[src/inc/ccp_consts.svh]
// register offsets, field positions, reset values and mode codes of the capture/compare unit
// assumes an 8-bit register address space and byte-wide registers
`ifndef CCP_CONSTS_SVH
`define CCP_CONSTS_SVH

// ----------------------------------------
// register offsets
// ----------------------------------------
`define CCP_ADDR_DATA_LATCH 8'h07
`define CCP_ADDR_FLAGS 8'h0C
`define CCP_ADDR_VALUE_LO 8'h15
`define CCP_ADDR_VALUE_HI 8'h16
`define CCP_ADDR_MODE 8'h17
`define CCP_ADDR_PIN_DIR 8'h87

// ----------------------------------------
// reset values and write masks
// ----------------------------------------
`define CCP_MODE_RESET 8'h00
`define CCP_MODE_MASK 8'h3F
`define CCP_DIR_RESET 8'hFF
`define CCP_DATA_RESET 8'h00
`define CCP_DATA_MASK 8'h05
`define CCP_BYTE_ZERO 8'h00

// ----------------------------------------
// field positions
// ----------------------------------------
`define CCP_PIN_BIT 2
`define CCP_TCLK_BIT 0
`define CCP_FLAG_BIT 2
`define CCP_DUTY_HI_BIT 5
`define CCP_DUTY_LO_BIT 4

// ----------------------------------------
// mode select codes
// ----------------------------------------
`define CCP_M_OFF 4'h0
`define CCP_M_CAP_FALL 4'h4
`define CCP_M_CAP_RISE 4'h5
`define CCP_M_CAP_RISE4 4'h6
`define CCP_M_CAP_RISE16 4'h7
`define CCP_M_CMP_SET 4'h8
`define CCP_M_CMP_CLR 4'h9
`define CCP_M_CMP_SWI 4'hA
`define CCP_M_CMP_SPECIAL 4'hB
`define CCP_GRP_CAPTURE 2'h1
`define CCP_GRP_COMPARE 2'h2
`define CCP_GRP_PWM 2'h3

// ----------------------------------------
// capture prescale terminal counts
// ----------------------------------------
`define CCP_PS4_LAST 4'h3
`define CCP_PS16_LAST 4'hF

`endif

[src/inc/ccp_pkg.sv]
// state types of the capture/compare unit and of its pin synchroniser
// assumes a 16-bit value register built from two bytes
package ccp_pkg;

  // ----------------------------------------
  // synchroniser state
  // ----------------------------------------
  typedef struct packed {
    logic meta;
    logic sync;
    logic last;
  } ccp_sync_state_t;

  // ----------------------------------------
  // unit state
  // ----------------------------------------
  typedef struct packed {
    logic [7:0] mode;
    logic [7:0] dir;
    logic [7:0] dlat;
    logic [7:0] val_lo;
    logic [7:0] val_hi;
    logic [1:0] duty_lat;
    logic flag;
    logic [3:0] ps_cnt;
    logic cmp_out;
    logic match;
    logic [7:0] rdata;
    logic pin_out;
    logic pin_oe;
    logic tclk_out;
    logic tclk_oe;
    logic t1_reset;
    logic adc_start;
  } ccp_state_t;

endpackage

[src/rtl/ccp_edge_sync.sv]
// two-flop synchroniser and edge detector for the unit pin
// assumes the pin level is asynchronous to mclk
`timescale 1ns/1ps
module ccp_edge_sync (
  // clock and reset
  input wire logic mclk,
  input wire logic nrst,
  // pin level
  input wire logic pin_async,
  // one-cycle edge pulses
  output logic rise,
  output logic fall
);

  ccp_pkg::ccp_sync_state_t s_q;
  ccp_pkg::ccp_sync_state_t s_d;

  // the first flop feeds only the second, edges are seen one stage later
  always_comb begin
    s_d = s_q;
    s_d.meta = pin_async;
    s_d.sync = s_q.meta;
    s_d.last = s_q.sync;
  end

  // state register
  always_ff @(posedge mclk or negedge nrst) begin
    if (!nrst) begin
      s_q <= '0;
    end else begin
      s_q <= s_d;
    end
  end

  // edge pulses from the settled stages
  assign rise = s_q.sync & ~s_q.last;
  assign fall = ~s_q.sync & s_q.last;

endmodule

[src/rtl/ccp_capture.sv]
// capture/compare/pwm unit: mode control, pin direction, 16-bit value register and capture logic
// assumes timer counts come from logic on mclk and the pin level is resolved by the surroundings
//
// Functional notes
// - one 16-bit value register for capture, compare reference or pwm duty.
// - value built from low and high byte, both readable, both writable except the high byte in pwm modes.
// - capture and compare use the 16-bit timer, pwm uses the 8-bit timer.
// - mode register bits 7 and 6 read as zero.
// - implemented mode bits clear to zero at reset.
// - codes 0100 fall, 0101 rise, 0110 every 4th rise, 0111 every 16th rise.
// - each capture event copies the 16-bit timer count into the value bytes.
// - capture sets flag bit 2, which stays set until software clears it.
// - a later capture overwrites an unread value.
// - with the pin driven, writing its data latch can cause a capture.
// - code 1010 sets the flag on a match and leaves the pin alone.
// - special-event match resets the timer and starts a conversion.
// - direction bit 2 drives the pin when 0, tristates it when 1.
// - prescale counter clears whenever the unit is off or not capturing.
// - clearing the mode register forces the compare output latch low.
`timescale 1ns/1ps
`include "ccp_consts.svh"
module ccp_capture #(
  parameter int VALUE_W = 16
) (
  // clock and reset
  input wire logic mclk,
  input wire logic nrst,
  // register port
  input wire logic [7:0] reg_addr,
  input wire logic [7:0] reg_wdata,
  input wire logic reg_we,
  input wire logic reg_re,
  output logic [7:0] reg_rdata,
  // timer bases
  input wire logic [15:0] timer1_count,
  input wire logic [7:0] timer2_count,
  input wire logic timer2_period_match,
  // unit pin
  input wire logic unit_pin_in,
  output logic unit_pin_out,
  output logic unit_pin_oe,
  // timer external clock pin
  output logic timer_clock_pin_out,
  output logic timer_clock_pin_oe,
  // events to the system
  output logic unit_interrupt_flag,
  output logic timer1_reset,
  output logic adc_start
);

  // ----------------------------------------
  // elaboration check
  // ----------------------------------------
  if (VALUE_W != 16) begin : g_bad_width
    $error("ccp_capture supports only a 16-bit value register");
  end

  ccp_pkg::ccp_state_t s_q;
  ccp_pkg::ccp_state_t s_d;
  logic pin_rise;
  logic pin_fall;
  logic [3:0] mode_f;
  logic is_cap;
  logic is_cmp;
  logic is_pwm;
  logic cap_evt;
  logic cmp_eq;
  logic cmp_hit;
  logic pwm_high;

  // ----------------------------------------
  // pin synchroniser
  // ----------------------------------------
  // the pin input is the resolved wire, so a driven level is seen as well
  ccp_edge_sync u_sync (
    .mclk(mclk),
    .nrst(nrst),
    .pin_async(unit_pin_in),
    .rise(pin_rise),
    .fall(pin_fall)
  );

  // ----------------------------------------
  // mode decode and events
  // ----------------------------------------
  // mode groups from the upper bits of the mode select field
  assign mode_f = s_q.mode[3:0];
  assign is_cap = mode_f[3:2] == `CCP_GRP_CAPTURE;
  assign is_cmp = mode_f[3:2] == `CCP_GRP_COMPARE;
  assign is_pwm = mode_f[3:2] == `CCP_GRP_PWM;

  // capture event selection
  always_comb begin
    cap_evt = 1'b0;
    unique case (mode_f)
      `CCP_M_CAP_FALL: cap_evt = pin_fall;
      `CCP_M_CAP_RISE: cap_evt = pin_rise;
      `CCP_M_CAP_RISE4: cap_evt = pin_rise && (s_q.ps_cnt == `CCP_PS4_LAST);
      `CCP_M_CAP_RISE16: cap_evt = pin_rise && (s_q.ps_cnt == `CCP_PS16_LAST);
      default: cap_evt = 1'b0;
    endcase
  end

  // compare acts once when equality begins, not on every cycle the timer holds still
  assign cmp_eq = is_cmp && (timer1_count == {s_q.val_hi, s_q.val_lo});
  assign cmp_hit = cmp_eq && !s_q.match;

  // pwm level from the buffered 10-bit duty against the 8-bit timer
  assign pwm_high = {s_q.val_hi, s_q.duty_lat} > {timer2_count, 2'b00};

  // ----------------------------------------
  // next state
  // ----------------------------------------
  always_comb begin
    s_d = s_q;
    s_d.t1_reset = 1'b0;
    s_d.adc_start = 1'b0;
    s_d.rdata = `CCP_BYTE_ZERO;
    s_d.match = cmp_eq;

    // software writes
    if (reg_we) begin
      unique case (reg_addr)
        `CCP_ADDR_MODE: s_d.mode = reg_wdata & `CCP_MODE_MASK;
        `CCP_ADDR_PIN_DIR: s_d.dir = reg_wdata;
        `CCP_ADDR_DATA_LATCH: s_d.dlat = reg_wdata & `CCP_DATA_MASK;
        `CCP_ADDR_VALUE_LO: s_d.val_lo = reg_wdata;
        `CCP_ADDR_VALUE_HI: begin
          // high byte is read-only while the pwm owns it
          if (!is_pwm) begin
            s_d.val_hi = reg_wdata;
          end
        end
        default: begin
        end
      endcase
    end

    // prescaler counts rising edges only while capturing
    if (!is_cap) begin
      s_d.ps_cnt = 4'h0;
    end else if (pin_rise) begin
      s_d.ps_cnt = cap_evt ? 4'h0 : s_d.ps_cnt + 4'h1;
    end

    // capture beats a software write to the same bytes in the same cycle
    if (is_cap && cap_evt) begin
      s_d.val_hi = timer1_count[15:8];
      s_d.val_lo = timer1_count[7:0];
    end

    // compare output latch
    if (mode_f == `CCP_M_OFF) begin
      s_d.cmp_out = 1'b0;
      s_d.duty_lat = 2'b00;
    end else if (is_pwm) begin
      s_d.cmp_out = pwm_high;
    end else if (cmp_hit) begin
      unique case (mode_f)
        `CCP_M_CMP_SET: s_d.cmp_out = 1'b1;
        `CCP_M_CMP_CLR: s_d.cmp_out = 1'b0;
        `CCP_M_CMP_SPECIAL: begin
          s_d.t1_reset = 1'b1;
          s_d.adc_start = 1'b1;
        end
        default: begin
          // software interrupt only, pin untouched
          s_d.cmp_out = s_q.cmp_out;
        end
      endcase
    end

    // pwm duty is double buffered and moves only at the period boundary
    if (is_pwm && timer2_period_match) begin
      s_d.val_hi = s_q.val_lo;
      s_d.duty_lat = s_q.mode[`CCP_DUTY_HI_BIT:`CCP_DUTY_LO_BIT];
    end

    // flag: a hardware set wins over a software clear in the same cycle
    if (reg_we && reg_addr == `CCP_ADDR_FLAGS) begin
      s_d.flag = reg_wdata[`CCP_FLAG_BIT];
    end
    if ((is_cap && cap_evt) || cmp_hit) begin
      s_d.flag = 1'b1;
    end

    // pin drivers follow the direction bits
    s_d.pin_oe = ~s_q.dir[`CCP_PIN_BIT];
    s_d.pin_out = (is_cmp || is_pwm) ? s_q.cmp_out : s_q.dlat[`CCP_PIN_BIT];
    s_d.tclk_oe = ~s_q.dir[`CCP_TCLK_BIT];
    s_d.tclk_out = s_q.dlat[`CCP_TCLK_BIT];

    // read data stands only in the cycle after the strobe; unmapped reads give zero
    if (reg_re) begin
      unique case (reg_addr)
        `CCP_ADDR_MODE: s_d.rdata = s_q.mode & `CCP_MODE_MASK;
        `CCP_ADDR_PIN_DIR: s_d.rdata = s_q.dir;
        `CCP_ADDR_DATA_LATCH: s_d.rdata = s_q.dlat;
        `CCP_ADDR_VALUE_LO: s_d.rdata = s_q.val_lo;
        `CCP_ADDR_VALUE_HI: s_d.rdata = s_q.val_hi;
        `CCP_ADDR_FLAGS: s_d.rdata = {5'h00, s_q.flag, 2'b00};
        default: s_d.rdata = `CCP_BYTE_ZERO;
      endcase
    end
  end

  // ----------------------------------------
  // state register
  // ----------------------------------------
  always_ff @(posedge mclk or negedge nrst) begin
    if (!nrst) begin
      s_q <= '0;
      s_q.mode <= `CCP_MODE_RESET;
      s_q.dir <= `CCP_DIR_RESET;
      s_q.dlat <= `CCP_DATA_RESET;
    end else begin
      s_q <= s_d;
    end
  end

  // outputs straight from the state flops
  assign reg_rdata = s_q.rdata;
  assign unit_pin_out = s_q.pin_out;
  assign unit_pin_oe = s_q.pin_oe;
  assign timer_clock_pin_out = s_q.tclk_out;
  assign timer_clock_pin_oe = s_q.tclk_oe;
  assign unit_interrupt_flag = s_q.flag;
  assign timer1_reset = s_q.t1_reset;
  assign adc_start = s_q.adc_start;
endmodule

[config.mk]
export PLATFORM = sky130hd
export DESIGN_NAME = ccp_capture
export DESIGN_NICKNAME = d
export VERILOG_FILES = /design/src/inc/ccp_pkg.sv /design/src/rtl/ccp_edge_sync.sv /design/src/rtl/ccp_capture.sv
export VERILOG_INCLUDE_DIRS = /design/src /design/src/inc
export SDC_FILE = /design/constraint.sdc
export NUM_CORES = 1
export LEC_CHECK = 0
export BUFFER_PORTS_ARGS = -buffer_cell sky130_fd_sc_hd__buf_2
export CAP_MARGIN = 25
export CORE_MARGIN = 2
export CORE_UTILIZATION = 35
export CTS_BUF_LIST = sky130_fd_sc_hd__clkbuf_16
export CTS_CLUSTER_DIAMETER = 40
export DETAILED_ROUTE_END_ITERATION = 8
export HOLD_SLACK_MARGIN = 0.15
export PLACE_DENSITY = 0.53
export SLEW_MARGIN = 0
export SYNTH_ARGS = -nofsm -noshare
export SYNTH_HDL_FRONTEND = slang
export SYNTH_HIERARCHICAL = 1
export SYNTH_SLANG_ARGS = --single-unit
[constraint.sdc]
create_clock -name mclk -period 3 [get_ports mclk]
set_clock_uncertainty 0.15 [all_clocks]
set_input_delay 0.75 -clock mclk [delete_from_list [all_inputs] [get_ports mclk]]
set_output_delay 0.75 -clock mclk [all_outputs]
set_load 0.05 [all_outputs]
==> impl_metrics.py <==
metrics = {
    "synth": {
        "ys.flop_type": "dfrtp_1",
        "yosysWarnings": 6,
        "ys_seq_area_share_pct": 43.7,
        "synth_edf_count": 0,
        "syn-num-nets": 376,
        "synth.distinct_cells": 52,
        "syn_inst": 321,
        "avgSynthCellArea_um2": 10.2,
        "netlist_area_mm2": 0.00329,
        "yosys_register_bits": 57,
        "synth_async_sr_flop_share_pct": 100,
    },
    "timing": {
        "finalSetupViolations": 0,
        "fmax_mhz": 424,
        "worst_pin_slew_ns": 0.738,
        "rsz0062_at_grt": "false",
        "layout_min_cycle_time_ns": 2.36,
        "hold_violations": 0,
        "drv_slew": 0,
        "period_share_pct": 78.5,
        "slew_headroom_pct": 50.6,
        "fin_tns_setup_ns": 0,
    },
    "finish": {
        "final_common_cell": "buf_2",
        "stdcell_area_mm2": 0.00401,
        "drive_above_1_share_pct": 32.1,
        "fin_cells": 497,
        "final_cell_mix": "buf_2 (60), dfrtp_1 (49), nor2_1 (29), a21oi_1 (22), nand2_1 (21)",
        "num-fill-cells": 919,
        "synthToLayoutAreaGrowth_pct": 21.8,
        "nNetsFinal": 436,
        "num_antenna_cells": 0,
    },
    "clock_network": {
        "cts_buffer_depth": 2,
        "clk_latency_ns": 0.33,
        "hold_buffers": 0,
        "cts_resized": 0,
        "cts.htree.levels": 3,
        "cts_tree": "yes",
        "cts-root-buf": "clkbuf_16",
        "clk_pin_slew_ns": 0.05,
        "numCtsBuffers": 9,
        "clock-sinks": 57,
        "post_cts_buffers": 0,
    },
    "setup_path": {
        "rr_worst_depth": 6,
        "endpoint_kind": "register",
        "cp-startpoint": "mode_f[0]",
        "r2r-start": "mode_f[0]",
        "r2r-end": "s_q[28]",
        "startpoint_type": "register",
        "path_class": "register to register",
        "crit_end": "s_q[28]",
        "crit_required_ns": 3.07,
        "cp_max_fo": 19,
        "regToRegSetupSlack_ns": 0.64,
        "crit_arrival_ns": 2.43,
    },
    "pwr": {
        "ir_drop_mv": 0.257,
        "p_leak_nw": 1.93,
        "power.density_mw_per_mm2": 593,
    },
    "die": {
        "die_h_um": 101,
        "fp-row-count": 35,
        "core_area_mm2": 0.00920,
        "ioPinCount": 61,
        "die_w_um": 101,
        "start_util_pct": 35.8,
        "dieArea_mm2": 0.0102,
    },
    "route": {
        "vias_per_cell": 5.34,
        "vias": 2654,
        "drtIter0Drc": 212,
        "wl_mm": 8.78,
        "post_drt_wl_per_cell_um": 17.7,
        "drt_drc_violations_left": 0,
        "dr.pass1.iters": 5,
        "drtAntennaViolNets": 0,
    },
    "grt": {
        "gr-total-overflow": 0,
        "grt_first_pass_wirelength_mm": 14.4,
        "antenna_found_initial": 0,
        "grt_max_degree": 36,
        "grt_pass1_vias": 2700,
        "gr-usage-all-layers_pct": 18.7,
    },
    "run_status": {
        "outcome": "complete, no violations",
    },
    "placement": {
        "place.gp.congestion": 0.806,
        "placement.cell_area_mm2": 0.00369,
        "hpwl_mm": 6.69,
        "placed_cells": 481,
        "io_buffers": 60,
    },
    "job": {
        "cap_violations": 0,
    },
    "worst_hold_path": {
        "hold_path.class": "register to register",
    },
}
-- how the worst min path moves through the flow --
stage	start	to	cells after the start
floorplan	u_sync/s_d[1]	u_sync/s_d[0]	0
global placement	u_sync/s_d[1]	u_sync/s_d[0]	0
detailed placement	u_sync/s_d[1]	u_sync/s_d[0]	0
CTS	u_sync/s_d[1]	u_sync/s_d[0]	0
global route	u_sync/s_d[1]	u_sync/s_d[0]	0
finish	u_sync/s_d[1]	u_sync/s_d[0]	0
-- per-layer routing --
layer  up-vias  track usage [%]  share of wire, %  wire (um)
li1       1266                -                 -          -
met1      1301             25.5                44       3890
met2        80             30.1                49       4310
met3         7             4.58               6.0        531
met4         0             4.68              0.65         57
met5         -                0                 0          0
-- power breakdown --
part / switching [mW] / total (mW) / internal, mW
registers: 0.105 / 0.958 / 0.853
clock network: 0.345 / 1.06 / 0.717
logic: 0.186 / 0.354 / 0.168
total: 0.636 / 2.37 / 1.74
-- worst max-delay path, stage by stage (launching register included) --
cell and delay [ns]:
dfrtp_1 0.49, or4b_4 0.57, a21oi_4 0.17, o21bai_2 0.16, buf_8 0.20, a21o_1 0.22
a221oi_1 0.30
-- synthesized netlist by cell type (5+ instances only) --
library cell  number  area (um2)
nor2b_1            5        31.3
ha_1               9         113
nor2_1            29         109
mux2_2            18         203
xor2_1            14         123
buf_4              9        67.6
a21oi_1           22         110
clkbuf_1           8        30.0
nand2_1           21        78.8
nand3_1            8        40.0
dfrtp_1           49        1230
a222oi_1           5        50.1
nor4_1             6        37.5
dfstp_2            8         210
inv_1             19        71.3
nand3b_1           6        45.0
mux2i_1           17         170
-- metrics by stage --
step           utilization, %  hold WS [ns]  total power [mW]  setup slack (ns)
2_1_floorplan               -         0.181              1.17             0.504
3_3_place_gp             40.0         0.187              1.32             0.457
3_5_place_dp             40.2         0.186              1.33             0.407
4_1_cts                  43.6         0.197              2.40             0.637
5_1_grt                  43.6         0.207              2.50             0.553
6_report                 43.6         0.198              2.37             0.644
-- registers in the layout (all words and copies together), names as in the netlist, 2 cells and up --
register / count
mode_f: 4
s_q: 35
u_sync/s_d: 2
reg_rdata: 8
-- cell type report --
class | instances | area [um2] | area share (%)
multi-input combinational | 224 | 1650 | 41.2
sequential | 57 | 1440 | 35.9
timing repair buffer | 70 | 395 | 9.87
clock buffer | 9 | 225 | 5.62
tap | 111 | 139 | 3.47
clock inverter | 7 | 86.3 | 2.16
inverter | 19 | 71.3 | 1.78
-- cells by family (layout without fill, tap and decap cells) --
group	Yosys count	after routing	share of synthesized area [%]
and+or+nand+nor	102	102	17.1
DFF	57	57	43.7
xor gates and xnor gates	17	17	4.53
AOI/OAI and AO/OA	58	58	12.4
adders and majority gates	9	9	3.42
muxes	38	38	12.7
buffers and inverters	40	105	6.12
(Power assumes the default switching activity.)
